[src/shared/spp_pkg.sv]
// Constants and types for the serial programming port
package spp_pkg;

    // Widths and frame shape
    localparam int ADDR_W     = 6;
    localparam int DATA_W     = 8;
    localparam int REG_COUNT  = 64;
    localparam int CMD_BITS   = 8;
    localparam int FRAME_BITS = 16;
    localparam int CNT_W      = 4;
    localparam int OTP_BYTES  = 7;
    localparam int OTP_GROUPS = 3;

    // Synchroniser lanes
    localparam int SYNC_W   = 3;
    localparam int SYNC_SEL = 0;
    localparam int SYNC_CLK = 1;
    localparam int SYNC_DIN = 2;

    // Command opcodes
    localparam logic [1:0] OP_READ  = 2'h2;
    localparam logic [1:0] OP_WRITE = 2'h1;

    // Bit counter marks
    localparam logic [CNT_W-1:0] CNT_ZERO     = 4'h0;
    localparam logic [CNT_W-1:0] CNT_ONE      = 4'h1;
    localparam logic [CNT_W-1:0] CNT_CMD_LAST = 4'h7;
    localparam logic [CNT_W-1:0] CNT_FRM_LAST = 4'hf;

    // Register offsets
    localparam logic [ADDR_W-1:0] ADDR_OPEN_LAST   = 6'h03;
    localparam logic [ADDR_W-1:0] ADDR_UNLOCK      = 6'h10;
    localparam logic [ADDR_W-1:0] ADDR_COMMIT_RSVD = 6'h11;
    localparam logic [ADDR_W-1:0] ADDR_COMMIT_ZERO = 6'h12;
    localparam logic [ADDR_W-1:0] ADDR_COMMIT_CFG  = 6'h13;
    localparam logic [ADDR_W-1:0] ADDR_OPEN_EXTRA  = 6'h1b;

    // Last shadow byte of the first two commit groups
    localparam int RSVD_HI = 1;
    localparam int ZERO_HI = 3;

    // Command codes
    localparam logic [DATA_W-1:0] KEY_UNLOCK = 8'hab;
    localparam logic [DATA_W-1:0] KEY_RSVD   = 8'ha1;
    localparam logic [DATA_W-1:0] KEY_ZERO   = 8'ha2;
    localparam logic [DATA_W-1:0] KEY_CFG    = 8'ha3;

    // Reset and idle values
    localparam logic [DATA_W-1:0]     REG_RESET  = 8'h00;
    localparam logic [FRAME_BITS-1:0] SHIFT_IDLE = 16'h0000;
    localparam logic                  DOUT_IDLE  = 1'b1;

    // Commit group indices
    localparam int GRP_RSVD = 0;
    localparam int GRP_ZERO = 1;
    localparam int GRP_CFG  = 2;

    // One register write taken from the serial frame
    typedef struct packed {
        logic              valid;
        logic [ADDR_W-1:0] addr;
        logic [DATA_W-1:0] data;
    } spp_wr_t;

    typedef enum logic [1:0] {
        ST_CMD,
        ST_READ,
        ST_WRITE,
        ST_SKIP
    } spp_state_t;

endpackage
[src/design/spp_port.sv]
// Serial programming port with shadow registers, lock and OTP commit
`timescale 1ns/1ns
`default_nettype none

// Function
// - Select low makes pins the programming port
// - Select high: port ignores pin activity
// - Read returns eight data bits on output
// - Output bit changes after each falling edge
// - Key 0xAB at 0x10 unlocks protected registers
// - Some addresses are always writable
// - Key 0xA1 at 0x11 burns bytes 0-1
// - Key 0xA2 at 0x12 burns bytes 2-3
// - Key 0xA3 at 0x13 burns bytes 4-6
module spp_port
    import spp_pkg::*;
(
    // Clock and reset
    input  wire logic                              sys_clk,
    input  wire logic                              reset_n,
    // Shared pins
    input  wire logic                              protocol_select_pin,
    input  wire logic                              shared_serial_clock_pin,
    input  wire logic                              shared_frame_or_datain_pin,
    output logic                                   shared_dataout_pin,
    output logic                                   dataoutEnable,
    // Lock and nonvolatile state
    output logic                                   regsUnlocked,
    output logic      [OTP_GROUPS-1:0]             otpCommitPulse,
    output logic      [OTP_GROUPS-1:0]             otpBurned,
    output logic      [OTP_BYTES-1:0][DATA_W-1:0]  otpImage
);

    logic [SYNC_W-1:0]     pinSync;
    logic                  progMode;
    logic                  sclk;
    logic                  din;
    logic                  sclkPrev_q;
    logic                  sclkRise;
    logic                  sclkFall;
    spp_state_t            state_q;
    logic [CNT_W-1:0]      bitCnt_q;
    logic [FRAME_BITS-1:0] shift_q;
    logic [FRAME_BITS-1:0] shiftNext;
    logic [DATA_W-1:0]     readBuf_q;
    spp_wr_t               wr_q;
    logic [DATA_W-1:0]     regs_q [REG_COUNT];
    logic                  addrOpen;
    logic                  wrAllowed;
    logic [OTP_GROUPS-1:0] commitHit;

    // Pin synchronisation
    spp_sync u_sync (
        .sys_clk (sys_clk),
        .reset_n (reset_n),
        .asyncIn ({shared_frame_or_datain_pin, shared_serial_clock_pin, protocol_select_pin}),
        .syncOut (pinSync)
    );

    assign progMode  = ~pinSync[SYNC_SEL];
    assign sclk      = pinSync[SYNC_CLK];
    assign din       = pinSync[SYNC_DIN];
    assign sclkRise  = progMode & sclk & ~sclkPrev_q;
    assign sclkFall  = progMode & ~sclk & sclkPrev_q;
    assign shiftNext = {shift_q[FRAME_BITS-2:0], din};

    // Clock edge detection
    always_ff @(posedge sys_clk or negedge reset_n) begin
        if (!reset_n) begin
            sclkPrev_q <= 1'b1;
        end else begin
            sclkPrev_q <= sclk;
        end
    end

    // Frame sequencing
    always_ff @(posedge sys_clk or negedge reset_n) begin
        if (!reset_n) begin
            state_q   <= ST_CMD;
            bitCnt_q  <= CNT_ZERO;
            shift_q   <= SHIFT_IDLE;
            readBuf_q <= REG_RESET;
        end else if (!progMode) begin
            state_q  <= ST_CMD;
            bitCnt_q <= CNT_ZERO;
        end else if (sclkRise) begin
            shift_q  <= shiftNext;
            bitCnt_q <= bitCnt_q + CNT_ONE;
            case (state_q)
                ST_CMD: begin
                    if (bitCnt_q == CNT_CMD_LAST) begin
                        case (shiftNext[CMD_BITS-1 -: CMD_BITS-ADDR_W])
                            OP_READ: begin
                                state_q   <= ST_READ;
                                readBuf_q <= regs_q[shiftNext[ADDR_W-1:0]];
                            end
                            OP_WRITE: begin
                                state_q <= ST_WRITE;
                            end
                            default: begin
                                state_q <= ST_SKIP;
                            end
                        endcase
                    end
                end
                ST_READ, ST_WRITE, ST_SKIP: begin
                    if (bitCnt_q == CNT_FRM_LAST) begin
                        state_q  <= ST_CMD;
                        bitCnt_q <= CNT_ZERO;
                    end
                end
                default: begin
                    state_q  <= ST_CMD;
                    bitCnt_q <= CNT_ZERO;
                end
            endcase
        end else if (sclkFall && state_q == ST_READ) begin
            readBuf_q <= {readBuf_q[DATA_W-2:0], DOUT_IDLE};
        end
    end

    // Data output, moved on falling clock edges and forced idle while deselected
    always_ff @(posedge sys_clk or negedge reset_n) begin
        if (!reset_n) begin
            shared_dataout_pin <= DOUT_IDLE;
        end else if (!progMode) begin
            shared_dataout_pin <= DOUT_IDLE;
        end else if (sclkFall) begin
            if (state_q == ST_READ) begin
                shared_dataout_pin <= readBuf_q[DATA_W-1];
            end else begin
                shared_dataout_pin <= DOUT_IDLE;
            end
        end
    end

    // Output driver enable follows the mode
    always_ff @(posedge sys_clk or negedge reset_n) begin
        if (!reset_n) begin
            dataoutEnable <= 1'b0;
        end else begin
            dataoutEnable <= progMode;
        end
    end

    // Write capture at the last bit of a write frame
    always_ff @(posedge sys_clk or negedge reset_n) begin
        if (!reset_n) begin
            wr_q <= '0;
        end else begin
            wr_q.valid <= progMode && sclkRise && state_q == ST_WRITE
                          && bitCnt_q == CNT_FRM_LAST;
            wr_q.addr  <= shiftNext[FRAME_BITS-CMD_BITS+ADDR_W-1 -: ADDR_W];
            wr_q.data  <= shiftNext[DATA_W-1:0];
        end
    end

    // Write protection
    always_comb begin
        addrOpen = (wr_q.addr <= ADDR_OPEN_LAST)
                 || (wr_q.addr == ADDR_UNLOCK)
                 || (wr_q.addr == ADDR_COMMIT_RSVD)
                 || (wr_q.addr == ADDR_COMMIT_ZERO)
                 || (wr_q.addr == ADDR_OPEN_EXTRA);
        wrAllowed = wr_q.valid && (regsUnlocked || addrOpen);
        commitHit[GRP_RSVD] = wrAllowed && wr_q.addr == ADDR_COMMIT_RSVD
                              && wr_q.data == KEY_RSVD;
        commitHit[GRP_ZERO] = wrAllowed && wr_q.addr == ADDR_COMMIT_ZERO
                              && wr_q.data == KEY_ZERO;
        commitHit[GRP_CFG]  = wrAllowed && wr_q.addr == ADDR_COMMIT_CFG
                              && wr_q.data == KEY_CFG;
    end

    // Register array
    generate
        for (genvar i = 0; i < REG_COUNT; i++) begin : g_reg
            always_ff @(posedge sys_clk or negedge reset_n) begin
                if (!reset_n) begin
                    regs_q[i] <= REG_RESET;
                end else if (wrAllowed && wr_q.addr == ADDR_W'(i)) begin
                    regs_q[i] <= wr_q.data;
                end
            end
        end
    endgenerate

    // Lock state, only the exact key opens it
    always_ff @(posedge sys_clk or negedge reset_n) begin
        if (!reset_n) begin
            regsUnlocked <= 1'b0;
        end else if (wrAllowed && wr_q.addr == ADDR_UNLOCK && wr_q.data == KEY_UNLOCK) begin
            regsUnlocked <= 1'b1;
        end
    end

    // Commit pulses and one-time burn flags
    always_ff @(posedge sys_clk or negedge reset_n) begin
        if (!reset_n) begin
            otpCommitPulse <= '0;
            otpBurned      <= '0;
        end else begin
            otpCommitPulse <= commitHit & ~otpBurned;
            otpBurned      <= otpBurned | otpCommitPulse;
        end
    end

    // Nonvolatile image, copied once per group
    generate
        for (genvar b = 0; b < OTP_BYTES; b++) begin : g_otp
            localparam int GRP = (b <= RSVD_HI) ? GRP_RSVD :
                                 (b <= ZERO_HI) ? GRP_ZERO : GRP_CFG;
            always_ff @(posedge sys_clk or negedge reset_n) begin
                if (!reset_n) begin
                    otpImage[b] <= REG_RESET;
                end else if (otpCommitPulse[GRP]) begin
                    otpImage[b] <= regs_q[b];
                end
            end
        end
    endgenerate

endmodule

`default_nettype wire

[src/design/spp_sync.sv]
// Two-stage synchroniser for the shared pin inputs
`timescale 1ns/1ns
`default_nettype none

module spp_sync
    import spp_pkg::*;
(
    // Clock and reset
    input  wire logic              sys_clk,
    input  wire logic              reset_n,
    // Asynchronous inputs and synchronised outputs
    input  wire logic [SYNC_W-1:0] asyncIn,
    output logic      [SYNC_W-1:0] syncOut
);

    logic [SYNC_W-1:0] meta_q;

    // Pins idle high, so both stages reset high
    always_ff @(posedge sys_clk or negedge reset_n) begin
        if (!reset_n) begin
            meta_q  <= '1;
            syncOut <= '1;
        end else begin
            meta_q  <= asyncIn;
            syncOut <= meta_q;
        end
    end

endmodule

`default_nettype wire

[config.mk]
export PLATFORM = sky130hd
export DESIGN_NAME = spp_port
export DESIGN_NICKNAME = d
export VERILOG_FILES = /design/src/shared/spp_pkg.sv /design/src/design/spp_port.sv /design/src/design/spp_sync.sv
export SDC_FILE = /design/constraint.sdc
export NUM_CORES = 1
export LEC_CHECK = 0
export ABC_CLOCK_PERIOD_IN_PS = 3000
export BUFFER_PORTS_ARGS = -buffer_cell sky130_fd_sc_hd__buf_2
export CAP_MARGIN = 40
export CORE_ASPECT_RATIO = 1.25
export CORE_MARGIN = 2
export CORE_UTILIZATION = 63
export DETAILED_ROUTE_END_ITERATION = 8
export HOLD_SLACK_MARGIN = 0.05
export MAX_ROUTING_LAYER = met4
export PLACE_DENSITY = 0.86
export SETUP_SLACK_MARGIN = 0.15
export SLEW_MARGIN = 0
export SYNTH_ARGS = -nofsm -noshare
export SYNTH_HDL_FRONTEND = slang
export SYNTH_SLANG_ARGS = --single-unit
[constraint.sdc]
create_clock -name sys_clk -period 3 [get_ports sys_clk]
set_clock_uncertainty 0.2 [all_clocks]
set_input_delay 0.15 -clock sys_clk [delete_from_list [all_inputs] [get_ports sys_clk]]
set_output_delay 0.15 -clock sys_clk [all_outputs]
set_load 0.05 [all_outputs]
---- Yosys cells after proc, flatten, opt, wreduce, memory -nomap -nowiden ----
Index checks and enable logic that the tools add are counted.
Widths: inputs -> output; s select.
operators by class
  add/sub/neg operators ................... 1
  magnitude comparators ................... 2
  eq/ne operators ......................... 79
  muxes and demuxes ....................... 21
  bitwise logic cells ..................... 11
  reduce and logical (&&, ||, !) cells .... 87
operators by type and width
  cell                 count
  $eq 6x6->1 const B   32
  $eq 6x5->1 const B   16
  $logic_and 1x1->1    73
  $mux 8               7
  $bmux 8 s6           1
  $eq 6x4->1 const B   8
  $eq 8x8->1 const B   4
  $eq 6x3->1 const B   4
  $mux 4               4
  $eq 6x2->1 const B   2
  $mux 2               4
  $pmux 2 s2           2
  $ge 7x7->1 const B   1
  $not 6->7            1
  $eq 2x2->1 const B   3
  $eq 6x1->1 const B   1
  $le 6x2->1 const B   1
  $logic_not 6->1      1
  $ne 2x1->1 const B   3
  $ne 3x2->1 const B   2
  $reduce_bool 2->1    3
  $logic_or 1x1->1     5
  $reduce_and 5->1     1
  $add 4x1->4 const B  1
  other kinds (13)     21
storage, ports and cells
  register bits ........................... 626
  input port bits ......................... 5
  output and inout port bits .............. 65

---- Depth between registers and ports, before layout ----
Gate-level depths: netlist (run 1).
  word-level depth ........................ 10
  depth in mapped cells ................... 10

---- Hierarchy ----
A second synthesis (run 1) with hierarchy kept.
second synthesis, totals
  cells, all modules ...................... 1907
  area, all modules ....................... 27774.1 sq um
modules (own cells, without submodules)
  module    times used  cells an instance  area an instance (sq um)  seq. area each (sq um)
  spp_port  1           1901               27616.5                   15517.4
  spp_sync  1           6                  157.7                     157.7

---- Worst setup path after synthesis (run 1) ----
Ideal clock, no wire load.
  kind .................................... reg-to-reg
  start point ............................. register u_sync.syncOut[2]
  end point ............................... register readBuf_q[0]
  library setup time ...................... 0.124 ns
  arrival time ............................ 2.268 ns
  data required time ...................... 2.676 ns
  slack ................................... 0.408 ns
  cell stages (with the launch flop) ...... 8
  path buffers ............................ 2
  period minus slack after synthesis ...... 2.592 ns
  path through ............................ dfstp_2 > buf_6 > buf_12 > mux4_1 > mux4_2 > mux2_2 > a22oi_1 > a21oi_1
on the way
  longest elaborated chain between the ends .. 8
RTL lines
  item                                       RTL line         text
  start: declaration                         spp_sync.sv:13   output logic [SYNC_W-1:0] syncOut
  start signal: assignment                   spp_sync.sv:25   syncOut <= meta_q;
  $not 6->7 (implied by the code)            spp_port.sv:95   readBuf_q <= regs_q[shiftNext[ADDR_W-1:0]];
  $bmux 8 s6                                 spp_port.sv:95
  $mux 8 (implied by the code) (2 in a row)  spp_port.sv:95
  $mux 8                                     spp_port.sv:92   case (shiftNext[CMD_BITS-1 -: CMD_BITS-ADDR_W])
  $mux 8                                     spp_port.sv:91   if (bitCnt_q == CNT_CMD_LAST) begin
  $mux 8                                     spp_port.sv:89   case (state_q)
  $mux 8                                     spp_port.sv:86   end else if (sclkRise) begin
  end signal: assignment                     spp_port.sv:95
  end signal: assignment                     spp_port.sv:118  readBuf_q <= {readBuf_q[DATA_W-2:0], DOUT_IDLE};
  end: declaration                           spp_port.sv:45   logic [DATA_W-1:0] readBuf_q;
No other way between the ends. The select of a mux whose other input is x is not followed.
A chain may end at the register's enable or synchronous reset.

---- Worst setup path after layout (run 1) ----
  start point ............................. register u_sync.syncOut[2]
  end point ............................... register readBuf_q[6]
The elaborated chain is that of the path after synthesis.

==> impl_metrics.prom, run 1 <==
# TYPE chip_impl_metric gauge
chip_impl_info{name="status",value="completed"} 1
chip_impl_metric{name="layout-drive-gt1-share",unit="%"} 51.1
chip_impl_metric{name="worst_slew_margin_rel",unit="%"} 39.8
chip_impl_info{name="worst-setup-path-type",value="reg -> reg"} 1
chip_impl_metric{name="fin_tns_setup",unit="ps"} 0
chip_impl_metric{name="static-leakage-power",unit="nW"} 15.6
chip_impl_metric{name="syn-num-nets",unit=""} 1855
chip_impl_metric{name="first_pass_iters",unit=""} 4
chip_impl_metric{name="fp.dieW",unit="um"} 192
chip_impl_metric{name="top_level_i_o_count",unit=""} 70
chip_impl_metric{name="detailed_route_wire_length",unit="um"} 74100
chip_impl_metric{name="worst-path-max-fanout",unit=""} 15
chip_impl_metric{name="largest_net_degree_at_the_start_of_global_routing",unit=""} 101
chip_impl_metric{name="final_count_of_pins_violating_max_slew",unit=""} 0
chip_impl_metric{name="layout_filler_cell_count",unit=""} 2504
chip_impl_metric{name="global_route_wire_length_before_repair",unit="um"} 112000
chip_impl_info{name="worstHoldPathType",value="reg -> reg"} 1
chip_impl_metric{name="cellPowerDensity",unit="nW/um^2"} 567
chip_impl_metric{name="fmax",unit="GHz"} 0.355
chip_impl_metric{name="critical_path_required",unit="ps"} 3280
chip_impl_metric{name="final_min_period_over_clock_period",unit="%"} 93.8
chip_impl_metric{name="synthesis.area_per_instance",unit="um^2"} 15.1
chip_impl_metric{name="antenna_found_initial",unit=""} 0
chip_impl_metric{name="cts_buffers",unit=""} 57
chip_impl_metric{name="antenna_cells_inserted",unit=""} 0
chip_impl_metric{name="final_setup_fails",unit=""} 0
chip_impl_metric{name="drc_errors",unit=""} 0
chip_impl_info{name="rsz0062_at_grt",value="false"} 1
chip_impl_metric{name="yosys_register_bits",unit=""} 626
chip_impl_metric{name="number_of_buffers_added_on_ports",unit=""} 69
chip_impl_metric{name="die_span_y",unit="um"} 239
chip_impl_info{name="endpoint_kind",value="flop"} 1
chip_impl_info{name="critical_path.startpoint_type",value="flop"} 1
chip_impl_metric{name="critPathArrivalTime",unit="ps"} 3090
chip_impl_metric{name="worst_pin_slew",unit="ps"} 903
chip_impl_metric{name="die_area",unit="um^2"} 45900
chip_impl_metric{name="detail_route_antenna_nets",unit=""} 0
chip_impl_metric{name="sequential_share_of_the_synthesized_area",unit="%"} 56.3
chip_impl_metric{name="synth_enable_flop_cells",unit=""} 0
chip_impl_metric{name="clkTransAtPathRegs",unit="ps"} 60
chip_impl_info{name="critical-path-slowest-cell",value="sky130_fd_sc_hd__dfstp_4"} 1
chip_impl_metric{name="first_iter_violations",unit=""} 1446
chip_impl_metric{name="clock-sinks",unit=""} 626
chip_impl_metric{name="final.hold.worst_slack",unit="ps"} 158
chip_impl_metric{name="overflow",unit=""} 0
chip_impl_metric{name="cts.htree.levels",unit=""} 2
chip_impl_metric{name="wire_per_inst",unit="um"} 28.6
chip_impl_metric{name="asyncSetResetFlopFracSynth",unit="%"} 100
chip_impl_metric{name="cell_area_synth",unit="um^2"} 27800
chip_impl_metric{name="max-clock-path-buffers",unit=""} 3
chip_impl_metric{name="hold_violations",unit=""} 0
chip_impl_metric{name="place.gp.congestion",unit=""} 1.00
chip_impl_metric{name="finalNetCount",unit=""} 1980
chip_impl_metric{name="period_minus_slack",unit="ps"} 2810
chip_impl_info{name="synth_top_flop_cell",value="sky130_fd_sc_hd__dfrtp_1"} 1
chip_impl_metric{name="vdd_ir_drop_max",unit="mV"} 0.516
chip_impl_metric{name="max-cap-violations",unit=""} 0
chip_impl_metric{name="yosys.cell_types.count",unit=""} 52
chip_impl_metric{name="critical_path.max_stage_delay",unit="ps"} 690
chip_impl_metric{name="vias",unit=""} 17387
chip_impl_metric{name="synth-warning-count",unit=""} 0
chip_impl_info{name="ctsRootBufferMaster",value="sky130_fd_sc_hd__clkbuf_16"} 1
chip_impl_metric{name="row_count",unit=""} 86
chip_impl_metric{name="first_global_vias",unit=""} 18417
chip_impl_metric{name="dp_hpwl",unit="um"} 47000
chip_impl_metric{name="syn_inst",unit=""} 1849
chip_impl_metric{name="clk_latency",unit="ps"} 620
chip_impl_metric{name="detail_route.vias_per_cell",unit=""} 6.71
chip_impl_info{name="final_cell_mix",value="sky130_fd_sc_hd__dfrtp_1 (608), sky130_fd_sc_hd__mux2_2 (568), sky130_fd_sc_hd__mux4_2 (111), sky130_fd_sc_hd__buf_4 (105), sky130_fd_sc_hd__nand2_1 (102)"} 1
chip_impl_metric{name="area_delta_synth_final",unit="%"} 14.1
chip_impl_info{name="layout.cells.most_common",value="sky130_fd_sc_hd__dfrtp_1"} 1
chip_impl_metric{name="core_area",unit="um^2"} 43900
chip_impl_info{name="clock_tree_from_tritoncts",value="yes"} 1
chip_impl_metric{name="initial_core_utilization",unit="%"} 63.4
chip_impl_info{name="cp_cell_sequence",value="buf_4, buf_16, mux4_2, mux2i_2, o221ai_1, a221oi_2, o31ai_1"} 1
chip_impl_metric{name="overall_fraction_of_global_route_tracks_in_use",unit="%"} 33.7
-- sequential cells by signal (all words and copies together), names as in the netlist, 4 cells and up --
signal,flops
wr_q,15
otpImage,56
shift_q,13
regs_q,512
readBuf_q,8
bitCnt_q,4
-- routing by layer --
layer	global-route usage [%]	share of wire [%]	vias to the layer above
met5	-	0	-
li1	-	-	7035
met3	6.36	6.8	301
met4	20.5	6.9	0
met1	39.8	37	9235
met2	53.9	50	816
-- repair_timing --
| item | in CTS | in global routing |
|---|---|---|
| setup endpoints to repair | 8 | 8 |
| pin swaps | 0 | 5 |
| setup buffers | 4 | 6 |
| hold buffers | 9 | 0 |
| cloned | 0 | 2 |
| resized for setup | 1 | 28 |
| hold endpoints to repair | 628 | 0 |
-- synthesized netlist by cell type (3+ instances only) --
cell type                   instances  area [um^2]
sky130_fd_sc_hd__o31ai_1            5         37.5
sky130_fd_sc_hd__o221ai_1           4         35.0
sky130_fd_sc_hd__a41oi_1            4         35.0
sky130_fd_sc_hd__dfrtp_1          618        15500
sky130_fd_sc_hd__buf_1              4         15.0
sky130_fd_sc_hd__a21oi_1           12         60.1
sky130_fd_sc_hd__buf_2             26          130
sky130_fd_sc_hd__buf_4              9         67.6
sky130_fd_sc_hd__nor2b_1           30          188
sky130_fd_sc_hd__o21ai_0            4         20.0
sky130_fd_sc_hd__nor2_2            11         68.8
sky130_fd_sc_hd__inv_1              4         15.0
sky130_fd_sc_hd__a22oi_1           27          203
sky130_fd_sc_hd__mux2_2           569         6410
sky130_fd_sc_hd__mux4_1             7          184
sky130_fd_sc_hd__mux4_2           111         2500
sky130_fd_sc_hd__a211oi_1          13         97.6
sky130_fd_sc_hd__nor3_1             9         45.0
sky130_fd_sc_hd__dfstp_2            8          210
sky130_fd_sc_hd__mux2i_1           46          460
sky130_fd_sc_hd__clkbuf_1          97          364
sky130_fd_sc_hd__nor3_4             4         65.1
sky130_fd_sc_hd__nor2_1            28          105
sky130_fd_sc_hd__nand4_1            3         18.8
sky130_fd_sc_hd__a221oi_1           5         43.8
sky130_fd_sc_hd__nand2b_1          12         75.1
sky130_fd_sc_hd__nand2_1          102          383
sky130_fd_sc_hd__and3_1             9         56.3
sky130_fd_sc_hd__a2111oi_0          3         26.3
sky130_fd_sc_hd__buf_6              4         45.0
sky130_fd_sc_hd__or2_2              7         43.8
sky130_fd_sc_hd__nand3_1           30          150
-- where the power goes --
| group | switching, mW | internal [mW] | total [mW] |
|---|---|---|---|
| registers | 0.172 | 8.51 | 8.68 |
| logic | 1.24 | 0.538 | 1.78 |
| clock network | 3.20 | 4.34 | 7.54 |
-- logic make-up (layout without fill, tap and decap cells) --
kind of cell	after synthesis	after routing	share of synthesized area [%]
simple gates	257	257	4.70
fa+ha+maj	1	1	0.0449
flops	626	626	56.3
mux	733	733	34.3
compound gates	84	84	2.20
buf+inv	146	317	2.38
xor+xnor	2	2	0.0629
-- final cells by class --
class                   instances  area, um^2  area share (%)
inverters                       4        15.0          0.0473
multi-input cells            1077       11600            36.6
repair buffers                208        1760            5.55
flip-flops and latches        626       15700            49.4
well taps                     572         716            2.25
clock buffers                  90        1710            5.39
clock inverters                15         231           0.729
-- critical path: cells and delay by family, from the launching register on --
kind                   cells  cell delay, ps
multiplexers               2             890
flip-flops                 1             690
AO/OA/AOI/OAI              3             500
buffers and inverters      2             390
-- worst paths after layout --
kind,slack [ps],start,cells after the start,to
max reg2reg,190,u_sync.syncOut[2],7,readBuf_q[6]
min,160,u_sync.meta_q[1],0,u_sync.syncOut[1]
min in group asynchronous,560,reset_n,3,u_sync.syncOut[2]
min reg2reg,160,u_sync.meta_q[1],0,u_sync.syncOut[1]
max in group asynchronous,1430,reset_n,4,readBuf_q[5]
max,190,u_sync.syncOut[2],7,readBuf_q[6]
-- through the flow --
step	cell area [um^2]	util, %	total power [mW]	std cells	worst slack [ps]
global route	31800	72.3	18.5	2592	132
CTS	31500	71.7	17.9	2584	152
global placement	29300	66.8	10.4	2461	77.1
finish	31800	72.3	18.0	2592	185
floorplan	27800	-	9.69	1849	408
detailed placement	29400	66.9	10.5	2466	57.4
Power figures use the tool's default switching activity.
==> run 2, diff against run 1 <==
- ABC_AREA: unset -> 1
- CTS_CLUSTER_DIAMETER: unset -> 60
- HOLD_SLACK_MARGIN: 0.05 -> unset
==> run 2 against run 1 <==
Net effect:
- sequential share of layout area grew 1.5 points
- area after synthesis shrank 0.61%
- die area shrank 0.60%
- cell count grew 52%
- hold slack lost 140 ps
- global-route usage grew 2.8 points
==> impl_metrics.prom, run 2 <==
# TYPE chip_impl_metric gauge
chip_impl_metric{name="cellPowerDensity",unit="nW/um^2"} 619
chip_impl_metric{name="syn-num-nets",unit=""} 3335
chip_impl_info{name="ys_top_cells_by_area",value="sky130_fd_sc_hd__dfrtp_1 (56%), sky130_fd_sc_hd__nand2_1 (18%), sky130_fd_sc_hd__o21ai_0 (9.6%), sky130_fd_sc_hd__nand3_1 (7.4%), sky130_fd_sc_hd__clkbuf_1 (2.5%)"} 1
chip_impl_metric{name="overall_fraction_of_global_route_tracks_in_use",unit="%"} 36.5
chip_impl_metric{name="vdd_ir_drop_max",unit="mV"} 0.587
chip_impl_info{name="dominant_cell_by_count_in_the_synthesized_netlist",value="sky130_fd_sc_hd__nand2_1"} 1
chip_impl_info{name="largest_registers",value="regs_q x512, otpImage x56, wr_q x15"} 1
chip_impl_info{name="status",value="completed"} 1
chip_impl_metric{name="first_iter_violations",unit=""} 3220
chip_impl_metric{name="global_route_wire_length_before_repair",unit="um"} 127000
chip_impl_metric{name="asyncSetResetFlopFracSynth",unit="%"} 100
chip_impl_metric{name="yosys.cell_types.count",unit=""} 31
chip_impl_metric{name="period_minus_slack",unit="ps"} 2720
chip_impl_metric{name="clk_latency",unit="ps"} 620
chip_impl_info{name="synth_area_leader_cell",value="sky130_fd_sc_hd__dfrtp_1"} 1
chip_impl_metric{name="synthesis.area_per_instance",unit="um^2"} 8.31
chip_impl_metric{name="critPathArrivalTime",unit="ps"} 3020
chip_impl_metric{name="cts.htree.levels",unit=""} 2
chip_impl_info{name="critical_path.startpoint_type",value="flop"} 1
chip_impl_metric{name="place.gp.congestion",unit=""} 0.955
chip_impl_metric{name="drc_errors",unit=""} 0
chip_impl_info{name="worst-setup-path-type",value="reg -> reg"} 1
chip_impl_metric{name="final_setup_fails",unit=""} 0
chip_impl_metric{name="antenna_found_initial",unit=""} 0
chip_impl_metric{name="critical_path_required",unit="ps"} 3300
chip_impl_metric{name="first_pass_iters",unit=""} 7
chip_impl_metric{name="finalNetCount",unit=""} 3334
chip_impl_metric{name="largest_net_degree_at_the_start_of_global_routing",unit=""} 131
chip_impl_metric{name="worst_pin_slew",unit="ps"} 927
chip_impl_metric{name="wire_per_inst",unit="um"} 20.1
chip_impl_info{name="layout.cells.most_common",value="sky130_fd_sc_hd__nand2_1"} 1
chip_impl_metric{name="yosys.area.top_type_share",unit="%"} 55.9
chip_impl_metric{name="detail_route_antenna_nets",unit=""} 0
chip_impl_metric{name="cts_buffers",unit=""} 58
chip_impl_metric{name="final_min_period_over_clock_period",unit="%"} 90.6
chip_impl_info{name="top_register",value="regs_q"} 1
chip_impl_info{name="clock_tree_from_tritoncts",value="yes"} 1
chip_impl_metric{name="detail_route.vias_per_cell",unit=""} 6.24
chip_impl_metric{name="sequential_share_of_the_synthesized_area",unit="%"} 56.6
chip_impl_metric{name="layout-drive-gt1-share",unit="%"} 10.4
chip_impl_metric{name="layout_filler_cell_count",unit=""} 3060
chip_impl_metric{name="final_count_of_pins_violating_max_slew",unit=""} 0
chip_impl_metric{name="number_of_buffers_added_on_ports",unit=""} 69
chip_impl_metric{name="fin_tns_setup",unit="ps"} 0
chip_impl_metric{name="post_cts.repair.setup_buffers",unit=""} 0
chip_impl_info{name="ctsRootBufferMaster",value="sky130_fd_sc_hd__clkbuf_16"} 1
chip_impl_metric{name="hold_violations",unit=""} 0
chip_impl_metric{name="first_global_vias",unit=""} 23929
chip_impl_metric{name="overflow",unit=""} 0
chip_impl_metric{name="static-leakage-power",unit="nW"} 14.4
chip_impl_metric{name="fmax",unit="GHz"} 0.368
chip_impl_metric{name="cts-hold-fix-buffers",unit=""} 8
chip_impl_info{name="final_cell_mix",value="sky130_fd_sc_hd__nand2_1 (1300), sky130_fd_sc_hd__dfrtp_1 (616), sky130_fd_sc_hd__o21ai_0 (532), sky130_fd_sc_hd__nand3_1 (410), sky130_fd_sc_hd__buf_4 (79)"} 1
chip_impl_metric{name="worst_slew_margin_rel",unit="%"} 38.2
chip_impl_metric{name="clock-sinks",unit=""} 626
chip_impl_info{name="rsz0062_at_grt",value="false"} 1
chip_impl_metric{name="area_delta_synth_final",unit="%"} 11.3
chip_impl_info{name="endpoint_kind",value="flop"} 1
chip_impl_metric{name="syn_inst",unit=""} 3329
chip_impl_metric{name="yosys_register_bits",unit=""} 626
chip_impl_metric{name="worst-path-max-fanout",unit=""} 16
chip_impl_metric{name="place_inst",unit=""} 3825
chip_impl_metric{name="cell_area_synth",unit="um^2"} 27700
chip_impl_metric{name="max-cap-violations",unit=""} 0
chip_impl_metric{name="largest_reg_flops",unit=""} 512
chip_impl_metric{name="max-clock-path-buffers",unit=""} 3
chip_impl_metric{name="clkTransAtPathRegs",unit="ps"} 70
chip_impl_metric{name="antenna_cells_inserted",unit=""} 0
chip_impl_info{name="post_synth_most_frequent_cells",value="sky130_fd_sc_hd__nand2_1 (1300), sky130_fd_sc_hd__dfrtp_1 (618), sky130_fd_sc_hd__o21ai_0 (532), sky130_fd_sc_hd__nand3_1 (410), sky130_fd_sc_hd__clkbuf_1 (184)"} 1
chip_impl_info{name="synth_top_flop_cell",value="sky130_fd_sc_hd__dfrtp_1"} 1
chip_impl_metric{name="core_area",unit="um^2"} 43200
chip_impl_metric{name="detailed_route_wire_length",unit="um"} 79200
chip_impl_metric{name="dp_hpwl",unit="um"} 47900
chip_impl_metric{name="reg2reg_setup_slack",unit="ps"} 280
chip_impl_metric{name="fp.dieW",unit="um"} 191
chip_impl_metric{name="row_count",unit=""} 85
chip_impl_info{name="worstHoldPathType",value="in -> async"} 1
chip_impl_metric{name="synth-warning-count",unit=""} 0
chip_impl_metric{name="post_cts_resize_count",unit=""} 0
chip_impl_metric{name="die_area",unit="um^2"} 45600
chip_impl_metric{name="initial_core_utilization",unit="%"} 64.1
chip_impl_metric{name="finalNonFillerCells",unit=""} 3935
chip_impl_metric{name="vias",unit=""} 24557
chip_impl_metric{name="top_level_i_o_count",unit=""} 70
chip_impl_metric{name="synth_enable_flop_cells",unit=""} 0
chip_impl_metric{name="die_span_y",unit="um"} 238
## run 2: cell types whose count changed after synthesis, sizes merged, moves of 27 or more
cell	previous run	this run
inv	4	52
mux4	118	0
nor2b	30	0
clkbuf	98	184
nand3	30	410
o21ai	5	533
mux2	569	51
nand2	102	1310
a22oi	27	0
mux2i	46	0
## run 2: final timing paths
kind / cells after the start / endpoint / startpoint
min in group sys_clk: 0 / u_sync.syncOut[0] / u_sync.meta_q[0]
hold reg to reg: 0 / u_sync.syncOut[0] / u_sync.meta_q[0]
max in group asynchronous: 3 / sclkPrev_q / reset_n
setup / recovery: 9 / regs_q[254] / wr_q[10]
setup reg to reg: 9 / regs_q[254] / wr_q[10]
hold / removal: 3 / regs_q[339] / reset_n
## run 2: cell families (layout without fill, tap and decap cells)
kind of cell / after synthesis / count (layout) / share of synthesized area, %
DFF: 626 / 626 / 56.6
and+or+nand+nor: 1795 / 1795 / 26.7
muxes: 51 / 51 / 2.08
adders and majority gates: 1 / 1 / 0.0452
AOI/OAI and AO/OA: 558 / 558 / 10.1
buffers and inverters: 298 / 339 / 4.40
## run 2: area by class of cell
| cell class | instances | area, um^2 | share of cell area, % |
|---|---|---|---|
| clock inverters | 19 | 224 | 0.727 |
| flip-flops and latches | 626 | 15700 | 50.9 |
| clock buffers | 83 | 1650 | 5.35 |
| well taps | 565 | 707 | 2.30 |
| multi-input cells | 2405 | 10800 | 35.0 |
| repair buffers | 180 | 1530 | 4.98 |
| inverters | 57 | 221 | 0.719 |
## run 2: metal layers
layer	vias up	track usage, %	part of all wire, %
met5	-	-	0
met4	0	22.5	6.6
met3	353	6.10	10
met2	1620	55.5	47
met1	11731	45.9	37
li1	10853	-	-
## run 2: worst max-delay path: stages (launching register included)
cell and delay [ps]:
sky130_fd_sc_hd__dfrtp_1 400, sky130_fd_sc_hd__inv_1 110, sky130_fd_sc_hd__nand2_1 140, sky130_fd_sc_hd__o21ai_0 250, sky130_fd_sc_hd__nand2_1 80, sky130_fd_sc_hd__nand2_1 80
sky130_fd_sc_hd__nand2_2 140, sky130_fd_sc_hd__nor2_4 400, sky130_fd_sc_hd__nand2_1 420, sky130_fd_sc_hd__o21ai_0 380
## run 2: stage by stage
stage	setup slack [ps]	util, %	hold WS, ps	area, um^2	power, mW
2_1_floorplan	856	-	-346	27700	10.4
3_3_place_gp	518	66.7	-84.5	28800	11.6
3_5_place_dp	434	66.8	-81.8	28800	11.7
4_1_cts	408	71.3	28.6	30800	19.0
5_1_grt	200	71.3	44.8	30800	19.6
6_report	282	71.3	18.8	30800	19.1
## run 2: power breakdown
part | internal [mW] | switching, mW
clock network | 4.22 | 3.15
registers | 8.59 | 0.150
logic | 0.716 | 2.23
total | 13.5 | 5.53
